===== config.mk =====
export PLATFORM = sky130hd
export DESIGN_NAME = cdr_lock_status
export DESIGN_NICKNAME = d
export VERILOG_FILES = /design/src/inc/cdr_lock_pkg.sv /design/src/core/lock_freq_meter.sv /design/src/core/cdr_lock_status.sv
export SDC_FILE = /design/constraint.sdc
export NUM_CORES = 1
export LEC_CHECK = 0
export CORE_MARGIN = 2
export CORE_UTILIZATION = 55
export DETAILED_ROUTE_END_ITERATION = 10
export DONT_BUFFER_PORTS = 1
export PLACE_DENSITY = 0.77
export SLEW_MARGIN = 25
export SYNTH_ARGS = -nofsm -noshare
export SYNTH_HDL_FRONTEND = slang
export SYNTH_SLANG_ARGS = --single-unit

===== constraint.sdc =====
create_clock -name clock_i -period 10.5 [get_ports clock_i]
set_clock_uncertainty 0.05 [all_clocks]
set_input_delay 1.05 -clock clock_i [delete_from_list [all_inputs] [get_ports clock_i]]
set_output_delay 1.05 -clock clock_i [all_outputs]
set_load 0.05 [all_outputs]

===== src/inc/cdr_lock_pkg.sv =====
package cdr_lock_pkg;

	// ---------------------------------------------------------------
	// types
	// ---------------------------------------------------------------
	typedef logic [7:0]         byte_t;
	typedef logic [11:0]        vco_code_t;
	typedef logic signed [5:0]  phase_t;
	typedef logic signed [14:0] diff_t;

	typedef enum logic [0:0] {
		ST_ACQUIRE = 1'b0,
		ST_TRACK   = 1'b1
	} lock_state_e;

	// ---------------------------------------------------------------
	// register offsets
	// ---------------------------------------------------------------
	localparam byte_t ADDR_CTRL_A     = 8'h00;
	localparam byte_t ADDR_CTRL_B     = 8'h01;
	localparam byte_t ADDR_CTRL_C     = 8'h02;
	localparam byte_t ADDR_MISC       = 8'h03;
	localparam byte_t ADDR_PHASE      = 8'h04;
	localparam byte_t ADDR_IRQ_STATUS = 8'h05;
	localparam byte_t ADDR_IRQ_MASK   = 8'h06;

	// ---------------------------------------------------------------
	// field positions and reset values
	// ---------------------------------------------------------------
	localparam int A_REF_MODE    = 0;
	localparam int A_RATIO_LO    = 2;
	localparam int A_RATIO_HI    = 5;
	localparam int A_RANGE_LO    = 6;
	localparam int A_RANGE_HI    = 7;
	localparam int B_STICKY_CLR  = 6;
	localparam int B_PIN_STATIC  = 7;
	localparam int C_LOS_POL     = 2;
	localparam int M_ACQUIRING   = 0;
	localparam int M_SIG_ABSENT  = 1;
	localparam int M_STICKY_LOSS = 4;
	localparam int I_LOSS        = 0;
	localparam int I_LOCK        = 1;
	localparam int I_HARMONIC    = 2;
	localparam int I_SIG_ABSENT  = 3;
	localparam byte_t CTRL_RESET  = 8'h00;
	localparam byte_t MASK_RESET  = 8'h00;
	localparam phase_t PHASE_RESET = 6'h00;

	// ---------------------------------------------------------------
	// frequency thresholds
	// ---------------------------------------------------------------
	localparam int RATE_MIN_MBPS   = 10;
	localparam int RATE_MAX_MBPS   = 2700;
	localparam int VCO_BOTTOM_MHZ  = 10;
	localparam vco_code_t VCO_BOTTOM = 12'h000;
	localparam vco_code_t VCO_TOP    = 12'hFFF;
	localparam int TIGHT_PPM       = 250;
	localparam int WIDE_PPM        = 1000;
	localparam int MTR_WINDOW      = 4096;
	localparam int TIGHT_DIFF_I    = MTR_WINDOW * TIGHT_PPM / 1000000;
	localparam int WIDE_DIFF_I     = MTR_WINDOW * WIDE_PPM / 1000000;
	localparam diff_t TIGHT_DIFF   = diff_t'(TIGHT_DIFF_I);
	localparam diff_t WIDE_DIFF    = diff_t'(WIDE_DIFF_I);
	localparam int STEP_SHIFT      = 2;

	// ---------------------------------------------------------------
	// timing
	// ---------------------------------------------------------------
	localparam int CLK_PERIOD_PS  = 5000;
	localparam int LOS_TIME_NS    = 450;
	localparam int LOS_CYCLES_I   = (LOS_TIME_NS * 1000 + CLK_PERIOD_PS - 1)
		/ CLK_PERIOD_PS;
	localparam logic [6:0] LOS_CYCLES = 7'(LOS_CYCLES_I);
	localparam int HARM_TRANSITIONS = 16384;

	// ---------------------------------------------------------------
	// sample phase
	// ---------------------------------------------------------------
	localparam int PHASE_STEP_DEG = 6;
	localparam int HALF_UI_DEG    = 180;
	localparam phase_t PHASE_LIMIT = phase_t'(HALF_UI_DEG / PHASE_STEP_DEG);

endpackage


===== src/core/lock_freq_meter.sv =====
`timescale 1ns/1ps
module lock_freq_meter (
	input  wire logic                clock_i,
	input  wire logic                rst_i,
	input  wire logic                restart_i,
	input  wire logic                ref_tick_i,
	input  wire logic                meas_tick_i,
	output logic                     done_o,
	output cdr_lock_pkg::diff_t      diff_o
);
	import cdr_lock_pkg::*;

	// ---------------------------------------------------------------
	// window of reference ticks, measured ticks counted inside it
	// ---------------------------------------------------------------
	logic [12:0] ref_cnt;
	logic [13:0] meas_cnt;
	logic [13:0] meas_now;
	logic        window_end;

	assign meas_now   = (meas_tick_i && meas_cnt != 14'h3FFF) ?
		meas_cnt + 14'h0001 : meas_cnt;
	assign window_end = ref_tick_i && ref_cnt == 13'(MTR_WINDOW - 1);

	always_ff @(posedge clock_i) begin
		if (rst_i || restart_i) begin
			ref_cnt  <= 13'h0000;
			meas_cnt <= 14'h0000;
		end else if (window_end) begin
			ref_cnt  <= 13'h0000;
			meas_cnt <= 14'h0000;
		end else begin
			if (ref_tick_i)
				ref_cnt <= ref_cnt + 13'h0001;
			meas_cnt <= meas_now;
		end
	end

	always_ff @(posedge clock_i) begin
		if (rst_i) begin
			done_o <= 1'b0;
			diff_o <= 15'h0000;
		end else begin
			done_o <= window_end && !restart_i;
			if (window_end)
				diff_o <= diff_t'({1'b0, meas_now}) - diff_t'(MTR_WINDOW);
		end
	end

endmodule


===== src/core/cdr_lock_status.sv =====
`timescale 1ns/1ps
// Operation
// - without reference, acquire any rate 10 Mbps to 2.7 Gbps from data
// - free mode: indicator drops inside 250 ppm, then phase loop finishes
// - locked, error over 1000 ppm: reassert, restart from VCO bottom
// - reference-assisted lock only while control_reg_a bit 0 is one
// - reference mode compares divided VCO to divided reference, 250 ppm
// - reference mode, error over 1000 ppm: reassert, reacquire on reference
// - sticky loss bit [4] set on any loss, held after relock
// - write one then zero to control_reg_b[6] clears sticky bit
// - control_reg_b[7] one: pin mirrors sticky; zero: pin shows acquisition
// - lower harmonic detected: assert pin, reacquire, lock, release pin
// - higher harmonic ignored by detector, caught as ordinary lock loss
// - harmonic decision after 16384 data transitions without short runs
// - harmonic detector disabled in reference-assisted mode
// - low input level asserts signal-absent flag after 450 ns
// - signal-absent pin active high, control_reg_c[2] one makes it low
// - sample offset within half a UI either side, 6 degree steps
module cdr_lock_status #(
	parameter int HARM_COUNT = cdr_lock_pkg::HARM_TRANSITIONS
) (
	input  wire logic                clock_i,
	input  wire logic                rst_i,
	input  wire cdr_lock_pkg::byte_t reg_addr_i,
	input  wire cdr_lock_pkg::byte_t reg_wdata_i,
	input  wire logic                reg_write_i,
	input  wire logic                reg_read_i,
	output cdr_lock_pkg::byte_t      reg_rdata_o,
	input  wire logic                vco_tick_i,
	input  wire logic                data_tick_i,
	input  wire logic                ref_tick_i,
	input  wire logic                bit_strobe_i,
	input  wire logic                data_edge_i,
	input  wire logic                level_low_i,
	output cdr_lock_pkg::vco_code_t  vco_code_o,
	output logic                     freq_loop_on_o,
	output logic                     lock_loss_indicator_o,
	output logic                     signal_absent_flag_o,
	output cdr_lock_pkg::phase_t     sample_offset_o,
	output logic                     irq_o
);
	import cdr_lock_pkg::*;

	localparam int LOS_BOUND = 95;

	function automatic diff_t abs_diff(input diff_t d);
		abs_diff = d[14] ? -d : d;
	endfunction

	// ---------------------------------------------------------------
	// registers
	// ---------------------------------------------------------------
	byte_t       control_reg_a;
	byte_t       control_reg_b;
	byte_t       control_reg_c;
	byte_t       irq_mask;
	logic [3:0]  irq_status;
	phase_t      phase_set;
	logic        clr_prev;
	logic        sticky_loss;
	lock_state_e state;
	logic        ref_mode;
	logic        clear_seq;
	logic        loss_event;
	logic        lock_gain;
	logic        harm_hit;
	logic        los_flag;
	logic        los_rise;

	assign ref_mode  = control_reg_a[A_REF_MODE];
	assign clear_seq = clr_prev && !control_reg_b[B_STICKY_CLR];

	always_ff @(posedge clock_i) begin
		if (rst_i) begin
			control_reg_a <= CTRL_RESET;
			control_reg_b <= CTRL_RESET;
			control_reg_c <= CTRL_RESET;
			irq_mask      <= MASK_RESET;
			phase_set     <= PHASE_RESET;
		end else if (reg_write_i) begin
			unique case (reg_addr_i)
				ADDR_CTRL_A:   control_reg_a <= reg_wdata_i;
				ADDR_CTRL_B:   control_reg_b <= reg_wdata_i;
				ADDR_CTRL_C:   control_reg_c <= reg_wdata_i;
				ADDR_IRQ_MASK: irq_mask <= reg_wdata_i;
				ADDR_PHASE:    phase_set <= phase_t'(reg_wdata_i[5:0]);
				default:       ;
			endcase
		end
	end

	always_ff @(posedge clock_i) begin
		if (rst_i)
			clr_prev <= 1'b0;
		else
			clr_prev <= control_reg_b[B_STICKY_CLR];
	end

	// ---------------------------------------------------------------
	// read port
	// ---------------------------------------------------------------
	always_ff @(posedge clock_i) begin
		if (rst_i) begin
			reg_rdata_o <= 8'h00;
		end else if (reg_read_i) begin
			unique case (reg_addr_i)
				ADDR_CTRL_A:     reg_rdata_o <= control_reg_a;
				ADDR_CTRL_B:     reg_rdata_o <= control_reg_b;
				ADDR_CTRL_C:     reg_rdata_o <= control_reg_c;
				ADDR_MISC:       reg_rdata_o <= {3'h0, sticky_loss, 2'h0,
					los_flag, state == ST_ACQUIRE};
				ADDR_PHASE:      reg_rdata_o <= {2'h0, phase_set};
				ADDR_IRQ_STATUS: reg_rdata_o <= {4'h0, irq_status};
				ADDR_IRQ_MASK:   reg_rdata_o <= irq_mask;
				default:         reg_rdata_o <= 8'h00;
			endcase
		end else begin
			reg_rdata_o <= 8'h00;
		end
	end

	// ---------------------------------------------------------------
	// interrupt status, cleared by reading it, set wins
	// ---------------------------------------------------------------
	logic [3:0] irq_set;
	logic       irq_read;

	assign irq_set  = {los_rise, harm_hit, lock_gain, loss_event};
	assign irq_read = reg_read_i && reg_addr_i == ADDR_IRQ_STATUS;

	always_ff @(posedge clock_i) begin
		if (rst_i)
			irq_status <= 4'h0;
		else
			irq_status <= (irq_read ? 4'h0 : irq_status) | irq_set;
	end

	assign irq_o = |(irq_status & irq_mask[3:0]);

	// ---------------------------------------------------------------
	// frequency comparison source
	// ---------------------------------------------------------------
	logic [3:0] vco_div_cnt;
	logic [1:0] ref_div_cnt;
	logic       vco_div_tick;
	logic       ref_div_tick;
	logic       meas_tick;
	logic       targ_tick;
	logic       mtr_restart;
	logic       mtr_done;
	diff_t      mtr_diff;
	logic       mode_prev;

	// divide ratio and range are taken as programmed by the host
	assign vco_div_tick = vco_tick_i &&
		vco_div_cnt == control_reg_a[A_RATIO_HI:A_RATIO_LO];
	assign ref_div_tick = ref_tick_i &&
		ref_div_cnt == control_reg_a[A_RANGE_HI:A_RANGE_LO];

	always_ff @(posedge clock_i) begin
		if (rst_i || !ref_mode) begin
			vco_div_cnt <= 4'h0;
			ref_div_cnt <= 2'h0;
		end else begin
			if (vco_tick_i)
				vco_div_cnt <= vco_div_tick ? 4'h0 : vco_div_cnt + 4'h1;
			if (ref_tick_i)
				ref_div_cnt <= ref_div_tick ? 2'h0 : ref_div_cnt + 2'h1;
		end
	end

	assign meas_tick = ref_mode ? vco_div_tick : vco_tick_i;
	assign targ_tick = ref_mode ? ref_div_tick : data_tick_i;

	always_ff @(posedge clock_i) begin
		if (rst_i) begin
			mode_prev   <= 1'b0;
			mtr_restart <= 1'b1;
		end else begin
			mode_prev   <= ref_mode;
			mtr_restart <= loss_event || lock_gain || mode_prev != ref_mode;
		end
	end

	lock_freq_meter meter (
		.clock_i     (clock_i),
		.rst_i       (rst_i),
		.restart_i   (mtr_restart),
		.ref_tick_i  (targ_tick),
		.meas_tick_i (meas_tick),
		.done_o      (mtr_done),
		.diff_o      (mtr_diff)
	);

	// ---------------------------------------------------------------
	// lock state and frequency loop
	// ---------------------------------------------------------------
	diff_t     err_mag;
	vco_code_t step;
	logic [12:0] vco_sum;

	assign err_mag   = abs_diff(mtr_diff);
	assign lock_gain = state == ST_ACQUIRE && mtr_done &&
		err_mag <= TIGHT_DIFF;
	assign loss_event = state == ST_TRACK &&
		((mtr_done && err_mag > WIDE_DIFF) || harm_hit);
	assign step = (err_mag >>> STEP_SHIFT) == 15'h0000 ? 12'h001 :
		vco_code_t'(err_mag >>> STEP_SHIFT);
	assign vco_sum = {1'b0, vco_code_o} + {1'b0, step};

	always_ff @(posedge clock_i) begin
		if (rst_i) begin
			state <= ST_ACQUIRE;
		end else begin
			unique case (state)
				ST_ACQUIRE: if (lock_gain) state <= ST_TRACK;
				ST_TRACK:   if (loss_event) state <= ST_ACQUIRE;
			endcase
		end
	end

	// coarse search from the bottom, steps shrink with the error
	always_ff @(posedge clock_i) begin
		if (rst_i || loss_event) begin
			vco_code_o <= VCO_BOTTOM;
		end else if (state == ST_ACQUIRE && mtr_done && !lock_gain) begin
			if (mtr_diff[14])
				vco_code_o <= vco_sum[12] ? VCO_TOP : vco_sum[11:0];
			else if (vco_code_o != VCO_BOTTOM)
				vco_code_o <= vco_code_o - 12'h001;
		end
	end

	// phase loop owns the VCO once the frequency loop lets go
	assign freq_loop_on_o = state == ST_ACQUIRE;

	// ---------------------------------------------------------------
	// sticky loss bit and lock pin
	// ---------------------------------------------------------------
	always_ff @(posedge clock_i) begin
		if (rst_i)
			sticky_loss <= 1'b0;
		else if (loss_event)
			sticky_loss <= 1'b1;
		else if (clear_seq)
			sticky_loss <= 1'b0;
	end

	always_ff @(posedge clock_i) begin
		if (rst_i)
			lock_loss_indicator_o <= 1'b1;
		else if (control_reg_b[B_PIN_STATIC])
			lock_loss_indicator_o <= sticky_loss;
		else
			lock_loss_indicator_o <= state == ST_ACQUIRE;
	end

	// ---------------------------------------------------------------
	// lower harmonic detector
	// ---------------------------------------------------------------
	// a lower harmonic never shows a one-bit run at the locked rate
	logic [1:0]  run_len;
	logic [14:0] harm_cnt;
	logic        harm_arm;

	assign harm_arm = state == ST_TRACK && !ref_mode;
	assign harm_hit = harm_arm && bit_strobe_i && data_edge_i &&
		run_len != 2'h1 && harm_cnt == 15'(HARM_COUNT - 1);

	always_ff @(posedge clock_i) begin
		if (rst_i || !harm_arm) begin
			run_len  <= 2'h2;
			harm_cnt <= 15'h0000;
		end else if (bit_strobe_i) begin
			if (data_edge_i) begin
				run_len <= 2'h1;
				if (run_len == 2'h1 || harm_hit)
					harm_cnt <= 15'h0000;
				else
					harm_cnt <= harm_cnt + 15'h0001;
			end else if (run_len != 2'h3) begin
				run_len <= run_len + 2'h1;
			end
		end
	end

	// ---------------------------------------------------------------
	// signal-absent filter and polarity
	// ---------------------------------------------------------------
	logic       lvl_s1;
	logic       lvl_s2;
	logic       lvl_s3;
	logic [6:0] los_cnt;

	always_ff @(posedge clock_i) begin
		if (rst_i) begin
			lvl_s1 <= 1'b0;
			lvl_s2 <= 1'b0;
			lvl_s3 <= 1'b0;
		end else begin
			lvl_s1 <= level_low_i;
			lvl_s2 <= lvl_s1;
			lvl_s3 <= lvl_s2;
		end
	end

	assign los_rise = lvl_s2 == lvl_s3 && lvl_s3 && !los_flag &&
		los_cnt == LOS_CYCLES - 7'h01;

	always_ff @(posedge clock_i) begin
		if (rst_i) begin
			los_cnt  <= 7'h00;
			los_flag <= 1'b0;
		end else if (lvl_s2 != lvl_s3) begin
			los_cnt <= los_cnt;
		end else if (lvl_s3 == los_flag) begin
			los_cnt <= 7'h00;
		end else if (los_cnt == LOS_CYCLES - 7'h01) begin
			los_cnt  <= 7'h00;
			los_flag <= lvl_s3;
		end else begin
			los_cnt <= los_cnt + 7'h01;
		end
	end

	always_ff @(posedge clock_i) begin
		if (rst_i)
			signal_absent_flag_o <= 1'b0;
		else
			signal_absent_flag_o <= los_flag ^ control_reg_c[C_LOS_POL];
	end

	// ---------------------------------------------------------------
	// sample phase offset
	// ---------------------------------------------------------------
	always_ff @(posedge clock_i) begin
		if (rst_i)
			sample_offset_o <= PHASE_RESET;
		else if (phase_set > PHASE_LIMIT)
			sample_offset_o <= PHASE_LIMIT;
		else if (phase_set < -PHASE_LIMIT)
			sample_offset_o <= -PHASE_LIMIT;
		else
			sample_offset_o <= phase_set;
	end
endmodule


==> impl_metrics.csv, run 1 <==
group,metric,value,unit
die,die_h,122.4,µm
power_and_ir_drop,p_leak,3.012,nW
logic_synthesis,synth-seq-cells,152,
logic_synthesis,synth_edf_count,0,
timing,max_freq,229.4,MHz
min_path,hp-start,"mtr_restart",
worst_setup_path,critPathKind,"reg -> reg",
timing,finalSetupViolations,0,
die,ioPinCount,56,
placement,place.gp.congestion,0.9044,
layout,fin_cells,1081,
layout,syn_to_final_growth,8.684,%
placement,hpwlAfterDp,11510,µm
global_route,grt_pass1_wl,27680,µm
route,wl_met1,7566,µm
worst_setup_path,critPathMaxFanout,10,
route,vias_per_cell,5.855,
route,routed_wl,16610,µm
power_and_ir_drop,switching_share,19.81,%
logic_synthesis,netlist_area,7709,µm²
logic_synthesis,synthTopCellsByArea,"dfxtp_1 (39%), nor2_1 (6.6%), xnor2_1 (5.0%)",
route,met2_length,7736,µm
logic_synthesis,syn_nets,959,
cts,postCtsHoldBufs,0,
logic_synthesis,ys.flop_type,"dfxtp_1",
logic_synthesis,async_reset_ff_share,0,%
timing,grt_setup_unrepaired,"no",
route,vias,6329,
die,die_x,122.4,µm
power_and_ir_drop,combinationalPowerShare,1.4,%
power_and_ir_drop,p_sw,238.6,µW
route,met3WireLength,1021,µm
timing,worst_pin_slew,0.9608,ns
power_and_ir_drop,pwr-share-seq,48.2,%
worst_setup_path,cp.required,10.74,ns
logic_synthesis,yosys_warnings,0,
die,rows,43,
logic_synthesis,yosysMostFrequentCell,"dfxtp_1",
cts,cts.sinks,152,
power_and_ir_drop,p_int,965.5,µW
placement,place_area,7796,µm²
logic_synthesis,synth-seq-area-share,39.47,%
flow_run,cap_violations,0,
route,ant_nets,0,
timing,setup_tns,0,ns
global_route,overflow,0,
logic_synthesis,avgSynthCellArea,8.508,µm²
worst_setup_path,crit_arrival,4.60,ns
cts,cts_buffers,17,
power_and_ir_drop,ir_drop,0.1235,mV
logic_synthesis,ys_top_cells_by_count,"dfxtp_1 (152), nor2_1 (136), nand2_1 (85)",
route,drtIter0Drc,610,
worst_setup_path,rr_startpoint,"meter.diff_o[1]",
route,wire_per_inst,15.36,µm
die,start_util,55.97,%
timing,hold_viol_final,0,
route,drc,0,
cts,cts_tree,"yes",
cts,clock_path_buffers,2,
timing,min_period_over_period,41.51,%
layout,drive_gt1_share,6.992,%
layout,layout.nets,944,
timing,min_period,4.359,ns
global_route,grtUsageTotal,23.10,%
cts,post_cts_buffers,0,
die,dieArea,14980,µm²
route,top_layer_used,"met4",
power_and_ir_drop,p_clk_share,50.4,%
global_route,grt_pass1_vias,5804,
cts,h-tree-depth,4,
cts,cts_root_buf,"clkbuf_16",
layout,finalInstanceArea,8378,µm²
cts,insertion_delay,0.42,ns
outcome,status,"finished, final reports clean",
logic_synthesis,synth.distinct_cells,71,
global_route,antenna_found_initial,0,
worst_setup_path,cp-startpoint,"meter.diff_o[1]",
logic_synthesis,yosysTopAreaCell,"dfxtp_1",
timing,drv_slew,0,
die,core,13770,µm²
placement,dp.cells,1052,
layout,diodes,0,
min_path,hp-class,"reg -> reg",
logic_synthesis,synth_top_area_share,39.47,%
worst_setup_path,cp-end-kind,"register",
logic_synthesis,syn_inst,906,
cts,clk_pin_slew,0.06,ns
global_route,grt_max_degree,80,
cts,cts_resized,0,
placement,numPortBuffers,0,
power_and_ir_drop,power_density,143.7,nW/µm²
worst_setup_path,start_kind,"register",
route,dr.pass1.iters,5,
timing,max_slew_margin,35.81,%
layout make-up:
type	count	area, µm²
Tap cell	180	225.2
Inverter	22	82.58
Fill cell	1186	5395
Multi-Input combinational cell	693	4408
Clock buffer	19	452.9
Clock inverter	10	128.9
Timing Repair Buffer	5	37.54
Sequential cell	152	3043
routing by layer:
layer | track usage [%] | up-vias
li1 | - | 3169
met3 | 6.041 | 24
met4 | 7.399 | 0
met2 | 37.19 | 177
met5 | 0 | -
met1 | 30.28 | 2959
cells by family (layout without fill, tap and decap cells):
group	Yosys count	in the layout	synth area share [%]
buffers and inverters	61	56	3.425
multiplexers	37	37	5.178
AND/OR/NAND/NOR	404	404	26.29
adder cells (fa/ha/maj)	27	27	4.480
AO/OA/AOI/OAI	149	149	12.51
flip-flops	152	152	39.47
XOR/XNOR	76	76	8.635
power groups by stage:
stage / Clock, mW / Combinational (mW) / Sequential (mW)
final: 0.607 / 0.0170 / 0.580
after floorplan: 0 / 0.0211 / 0.592
after detailed placement: 0 / 0.0167 / 0.593
after CTS: 0.617 / 0.0170 / 0.580
after global routing: 0.645 / 0.0190 / 0.580
after global placement: 0 / 0.0165 / 0.593
cell usage in the layout, fill, tap and decap left out, types with 5 or more instances in the layout:
master and instances:
nand3_1 39, a211oi_1 16, a32oi_1 6, clkinv_2 6
nor4_1 7, clkbuf_16 17, nor3_1 22, and4_1 5
nand4_1 18, nor2b_1 15, xnor2_1 44, xor2_1 32
nand2_1 85, inv_1 22, buf_4 5, a21oi_1 57
nor3b_1 8, and2_1 5, nor2_1 136, dfxtp_1 152
ha_1 26, or3_1 6, and3_1 9, o21ai_0 22
or2_2 5, nor4_2 6, mux2i_1 32, nand2b_1 13
sequential cells by signal, summed over array words and instances (netlist names), 2 cells and up:
| signal | cells |
|---|---|
| vco_div_cnt | 4 |
| phase_set | 6 |
| sample_offset_o | 6 |
| meter.diff_o | 15 |
| vco_code_o | 12 |
| los_cnt | 7 |
| harm_cnt | 15 |
| run_len | 2 |
| control_reg_a | 8 |
| meter.meas_cnt | 14 |
| control_reg_c | 8 |
| irq_status | 4 |
| reg_rdata_o | 8 |
| ref_div_cnt | 2 |
| meter.ref_cnt | 13 |
| irq_mask | 8 |
| control_reg_b | 8 |
worst paths after layout:
check	end	slack, ns	depth (start not counted)
setup / recovery	vco_code_o[2]	6.14	18
hold reg to reg	meter.done_o	0.39	1
hold / removal	meter.done_o	0.39	1
setup reg to reg	vco_code_o[2]	6.14	18
worst max-delay path, stage by stage, from the launching register on:
cell and delay [ns]:
dfxtp_1 0.34, inv_1 0.10, ha_1 0.20, or3b_2 0.51, nor4_2 0.26, mux2i_1 0.34, a211oi_4 0.11, nand2_1 0.07
o31ai_1 0.06, ha_1 0.23, fa_1 0.41, a21oi_1 0.21, o211ai_1 0.16, o211ai_1 0.22, a21boi_0 0.14, o21ai_0 0.16
nand2_1 0.23, o32ai_1 0.35, nor3_1 0.08
metrics by stage:
stage | setup slack [ns] | utilization (%) | power (mW) | hold slack, ns
after floorplan | 6.551 | - | 0.6135 | 0.3496
after global placement | 6.322 | 56.60 | 0.6093 | 0.3768
after detailed placement | 6.211 | 56.60 | 0.6095 | 0.3600
after CTS | 6.166 | 60.83 | 1.214 | 0.3843
after global routing | 5.694 | 60.83 | 1.244 | 0.4131
final | 6.141 | 60.83 | 1.204 | 0.3921
Power figures use the tool's default switching activity.
==> run 2, diff against run 1 <==
Clock period 10.5 ns to 4.46 ns, I/O delays scaled along.
==> run 2 against run 1 <==
  * Hold slack got worse by 0.35 ns
  * Sequential power is 140% higher
  * Fmax rose by 6.3%
  * Combinational power is 130% higher
  * Clock power rose to 2.5 times the previous value
  * Via count fell by 0.40%
  * Register-to-register slack worse by 5.8 ns
  * Critical path type unchanged
==> impl_metrics.csv, run 2 (synthesis gave the netlist of run 1 again) <==
group,metric,value,unit
global_route,overflow,0,
worst_setup_path,crit_arrival,4.36,ns
timing,grt_setup_unrepaired,"no",
cts,h-tree-depth,4,
global_route,grt_pass1_vias,5730,
die,dieArea,14980,µm²
route,dr.pass1.iters,5,
route,vias,6304,
layout,seq_area,3043,µm²
worst_setup_path,rr_worst_depth,18,
worst_setup_path,reg2reg_slack,0.36,ns
global_route,grt_pass1_wl,27130,µm
route,vias_per_cell,5.799,
die,start_util,55.97,%
cts,clock_path_buffers,2,
power_and_ir_drop,power_density,345.2,nW/µm²
min_path,min_to,"irq_mask[2]",
die,ioPinCount,56,
cts,cts_buffers,17,
route,drtIter0Drc,665,
layout,largestRegisters,"harm_cnt: 15 flops, meter.diff_o: 15 flops, meter.meas_cnt: 14 flops",
min_path,hp-class,"in -> reg",
timing,max_freq,243.8,MHz
layout,layout.nets,947,
timing,finalSetupViolations,0,
worst_setup_path,start_kind,"register",
route,wire_per_inst,15.25,µm
die,die_h,122.4,µm
route,ant_nets,0,
worst_setup_path,critPathMaxFanout,5,
cts,clk_pin_slew,0.06,ns
worst_setup_path,rr_startpoint,"meter.diff_o[0]",
route,routed_wl,16580,µm
cts,insertion_delay,0.43,ns
placement,numPortBuffers,0,
layout,drive_gt1_share,8.159,%
cts,cts_root_buf,"clkbuf_16",
global_route,grtUsageTotal,22.74,%
timing,worst_pin_slew,0.7485,ns
flow_run,cap_violations,0,
layout,syn_to_final_growth,9.966,%
min_path,hold_path_depth,1,
power_and_ir_drop,p_leak,3.036,nW
worst_setup_path,critPathKind,"reg -> reg",
cts,cts_tree,"yes",
layout,final_cell_mix,"dfxtp_1 (152), nor2_1 (136), nand2_1 (84)",
placement,place.gp.congestion,0.8645,
global_route,grt_max_degree,80,
layout,multi_input_comb_area,4444,µm²
route,drc,0,
global_route,antenna_found_initial,0,
die,core,13770,µm²
worst_setup_path,r2r-end,"vco_code_o[2]",
timing,drv_slew,0,
layout,n_fill_cell,1189,
timing,hold_viol_final,0,
timing,min_period,4.102,ns
timing,min_period_over_period,91.97,%
cts,cts.sinks,152,
cts,postCtsHoldBufs,0,
timing,max_slew_margin,50.04,%
min_path,hp-start,"rst_i",
die,rows,43,
power_and_ir_drop,ir_drop,0.2976,mV
die,die_x,122.4,µm
layout,layout_commonest_cell,"dfxtp_1",
worst_setup_path,cp.required,4.72,ns
worst_setup_path,cp-end-kind,"register",
placement,hpwlAfterDp,11420,µm
timing,setup_tns,0,ns
layout,postLayoutCoreUtil,61.55,%
outcome,status,"finished, final reports clean",
layout,diodes,0,
==> run 2: repair_timing <==
item / 4_1_cts / 5_1_grt
setup buffers: 0 / 0
gates resized for setup: 0 / 10
endpoints found under the setup margin: 0 / 11
==> run 2: critical path, stage by stage, from the launching register on <==
cell      delay [ns]
dfxtp_1         0.33
inv_1           0.08
ha_1            0.22
or3b_2          0.54
nor4_4          0.22
mux2i_2         0.31
a211oi_4        0.10
nand2_1         0.07
o31ai_1         0.07
ha_2            0.20
fa_1            0.39
a21oi_1         0.20
o211ai_1        0.14
o211ai_1        0.23
a21boi_1        0.13
o21ai_2         0.20
nand2_2         0.13
o32ai_1         0.29
nor3_1          0.08
==> run 2: area by class of cell <==
| type | instances | share of cell area, % |
|---|---|---|
| clock buffer | 20 | 5.387 |
| clock inverter | 12 | 2.037 |
| inverter | 22 | 0.9742 |
| multi-input combinational | 694 | 52.43 |
| sequential | 152 | 35.90 |
| tap | 180 | 2.657 |
| timing repair buffer | 7 | 0.6199 |
==> run 2: how the worst max path moves through the flow <==
stage / end / slack [ns] / cells past startpoint / startpoint
2_1_floorplan: vco_code_o[2] / 0.51 / 18 / meter.diff_o[3]
3_3_place_gp: vco_code_o[2] / 0.29 / 18 / meter.diff_o[1]
3_5_place_dp: vco_code_o[2] / 0.21 / 18 / meter.diff_o[1]
4_1_cts: vco_code_o[2] / 0.19 / 18 / meter.diff_o[0]
5_1_grt: vco_code_o[10] / 0.05 / 18 / meter.diff_o[0]
6_report: vco_code_o[2] / 0.36 / 18 / meter.diff_o[0]
==> run 2: where the power goes <==
part | total, mW | internal, mW | switching, mW
registers | 1.37 | 1.36 | 0.00362
clock network | 1.52 | 0.963 | 0.558
logic | 0.0399 | 0.0173 | 0.0225
==> run 2: through the flow <==
step / hold WS (ns) / worst slack [ns] / total power, mW / instance area, µm² / instances
floorplan: 0.3496 / 0.5109 / 1.444 / 7709 / 906
global placement: 0.3816 / 0.2915 / 1.434 / 7811 / 1054
detailed placement: 0.3737 / 0.2068 / 1.435 / 7811 / 1054
CTS: 0.01943 / 0.1914 / 2.949 / 8441 / 1086
global route: 0.01882 / 0.04847 / 3.024 / 8477 / 1087
finish: 0.03870 / 0.3582 / 2.926 / 8477 / 1087
==> run 2: metal layers <==
layer / GRT usage [%] / part of all wire [%] / wire length [µm] / vias up
met1: 30.44 / 47 / 7779 / 2934
met4: 9.555 / 2.7 / 454 / 0
met2: 35.07 / 45 / 7490 / 161
li1: - / - / - / 3169
met3: 5.530 / 5.1 / 852 / 40
met5: 0 / 0 / 0 / -
==> run 3, diff against run 2 <==
--- a/config.mk
+++ b/config.mk
@@ -6,4 +6,5 @@
 export NUM_CORES = 1
 export LEC_CHECK = 0
+export CORE_ASPECT_RATIO = 1.75
 export CORE_MARGIN = 2
 export CORE_UTILIZATION = 55
==> constraint.sdc (replaced) <==
create_clock -name clock_i -period 4.46 [get_ports clock_i]
set_clock_uncertainty 0.05 [all_clocks]
set_input_delay 0.223 -clock clock_i [delete_from_list [all_inputs] [get_ports clock_i]]
set_output_delay 0.223 -clock clock_i [all_outputs]
set_load 0.05 [all_outputs]
==> run 3 against run 2 <==
  * Sequential cell count is the same
  * Via count rose by 3.0%
  * Final area up 2.1%
  * First-iteration DRC count is 25% lower
  * Register-to-register slack worse by 0.09 ns
  * Hold slack got worse by 0.023 ns
  * Die area rose by 0.25%
  * Power is 2.2% lower
  * Fmax fell by 2.2%
  * Core utilization is 1.3 points higher
  * Cell count is 1.7% higher
  * Worst setup slack worse by 0.094 ns
  * Highest routed layer unchanged
==> impl_metrics.csv, run 3 (synthesis gave the netlist of run 1 again) <==
group,metric,value,unit
timing,hold_viol_final,0,
worst_setup_path,critPathKind,"reg -> reg",
cts,cts_root_buf,"clkbuf_16",
min_path,hp-start,"data_edge_i",
route,drtIter0Drc,499,
layout,seq_area,3043,µm²
global_route,met2_usage,43.20,%
die,die_h,160.6,µm
worst_setup_path,cp-end-kind,"register",
timing,max_slew_margin,32.87,%
layout,multi_input_comb_area,4437,µm²
global_route,grt_pass1_vias,6252,
timing,drv_slew,0,
power_and_ir_drop,switching_share,23.69,%
cts,h-tree-depth,4,
die,dieArea,15020,µm²
global_route,grtUsageTotal,24.01,%
route,ant_nets,0,
power_and_ir_drop,p_int,2.184,mW
route,dr.pass1.iters,5,
layout,layout_commonest_cell,"dfxtp_1",
global_route,overflow,0,
timing,min_period_over_period,94.08,%
worst_setup_path,cp_slowest_cell,"or3b_2",
layout,finalInstanceArea,8653,µm²
worst_setup_path,cp.depth,18,
global_route,top_usage_layer,"met2",
layout,diodes,0,
timing,finalSetupViolations,0,
worst_setup_path,rr_startpoint,"meter.diff_o[1]",
global_route,antenna_found_initial,0,
power_and_ir_drop,p_sw,678.2,µW
cts,cts.sinks,152,
route,vias_per_cell,5.872,
placement,hpwlAfterDp,12090,µm
worst_setup_path,reg2reg_slack,0.26,ns
timing,grt_setup_unrepaired,"yes",
timing,max_freq,238.3,MHz
worst_setup_path,critPathMaxFanout,5,
cts,cts_tree,"yes",
power_and_ir_drop,ir_drop,0.2414,mV
placement,numPortBuffers,0,
worst_setup_path,cp_cell_sequence,"inv_1, ha_1, or3b_2, nor4_4, mux2i_2, a211oi_4, nand2_1, o31ai_1, ha_2, fa_1, a21oi_2, o211ai_1, o211ai_1, a21boi_1, o21ai_2, nand2_1, nor3_1, nor4_2",
global_route,grt_util_met1,26.46,%
timing,worst_pin_slew,1.005,ns
cts,clk_pin_slew,0.07,ns
placement,place_area,7815,µm²
worst_setup_path,path_delay_family,"simple AND/OR/NAND/NOR gates",
global_route,grt_max_degree,76,
cts,cts_buffers,17,
power_and_ir_drop,combinationalPowerShare,2.6,%
layout,drive_gt1_share,8.073,%
layout,fin_cells,1106,
placement,place.gp.congestion,0.8900,
power_and_ir_drop,p_clk_share,49.7,%
global_route,grt_use_met3,5.488,%
die,rows,57,
route,drc,0,
die,start_util,56.00,%
worst_setup_path,start_kind,"register",
power_and_ir_drop,p_total,2.862,mW
outcome,status,"finished, final reports clean",
worst_setup_path,crit_arrival,4.45,ns
route,wire_per_inst,16.07,µm
min_path,hp-class,"in -> reg",
die,die_x,93.49,µm
global_route,grt_pass1_wl,29170,µm
power_and_ir_drop,pwr-share-seq,47.7,%
power_and_ir_drop,power_density,330.8,nW/µm²
cts,insertion_delay,0.42,ns
worst_setup_path,rr_worst_depth,18,
flow_run,cap_violations,0,
layout,syn_to_final_growth,12.25,%
placement,dp.cells,1052,
timing,min_period,4.196,ns
layout,final_cell_mix,"dfxtp_1 (152), nor2_1 (136), nand2_1 (85)",
die,ioPinCount,56,
die,core,13760,µm²
layout,largestRegisters,"harm_cnt: 15 flops, meter.diff_o: 15 flops, meter.meas_cnt: 14 flops",
cts,clock_path_buffers,2,
min_path,hold_path_depth,2,
worst_setup_path,cp.required,4.71,ns
layout,n_fill_cell,1134,
route,routed_wl,17780,µm
power_and_ir_drop,p_leak,3.111,nW
worst_setup_path,cp-startpoint,"meter.diff_o[1]",
worst_setup_path,cpPeakStageDelay,0.52,ns
route,vias,6494,
layout,layout.nets,969,
worst_setup_path,cp.buffers_inverters,1,
-- run 3: changes by cell type in the layout (fill, tap and decap cells not counted), moves of 2 or more --
cell           before  now
clkinv_4            1    3
clkbuf_8            2    0
dlygate4sd3_1       0   19
buf_4               7    9
bufinv_16           4    1
inv_6               1    6
inv_8               0    2
clkinv_2            4    0
-- run 3: metrics by stage --
| step | TNS, ns | worst slack, ns | hold slack [ns] | util, % |
|---|---|---|---|---|
| after floorplan | 0 | 0.5109 | 0.2836 | - |
| after global placement | 0 | 0.2573 | 0.2562 | 56.78 |
| after detailed placement | 0 | 0.1262 | 0.2614 | 56.78 |
| after CTS | 0 | 0.1123 | 0.003737 | 62.60 |
| after global routing | -0.2516 | -0.06482 | 0.01054 | 62.87 |
| final | 0 | 0.2639 | 0.01595 | 62.87 |
-- run 3: timing repair --
action / 4_1_cts / 5_1_grt
endpoints found under the hold margin: 87 / 0
hold buffers: 20 / 0
gates resized for setup: 0 / 9
buffers inserted: 0 / 1
endpoints found under the setup margin: 0 / 11
-- run 3: worst paths after layout --
check | to
worst max-delay path | vco_code_o[6]
worst min-delay path | run_len[1]
worst max register to register | vco_code_o[6]
worst min register to register | meter.done_o
-- run 3: metal layers --
| layer | routed length (µm) | up-vias |
|---|---|---|
| met1 | 6935 | 3021 |
| met2 | 9336 | 197 |
| met5 | 0 | - |
| li1 | - | 3223 |
| met3 | 918 | 53 |
| met4 | 587 | 0 |
-- run 3: layout make-up --
| class | instances | share of cell area [%] |
|---|---|---|
| multi-input cells | 694 | 51.27 |
| flip-flops and latches | 152 | 35.16 |
| clock buffers | 18 | 4.960 |
| repair buffers | 29 | 3.297 |
| well taps | 177 | 2.559 |
| clock inverters | 14 | 1.793 |
| inverters | 22 | 0.9543 |
-- run 3: power groups by stage --
stage	sequential (mW)	combinational, mW	clock (mW)
final	1.36	0.0740	1.42
after global routing	1.36	0.0798	1.50
after CTS	1.36	0.0732	1.44
after detailed placement	1.40	0.0396	0
after global placement	1.40	0.0388	0
after floorplan	1.39	0.0496	0
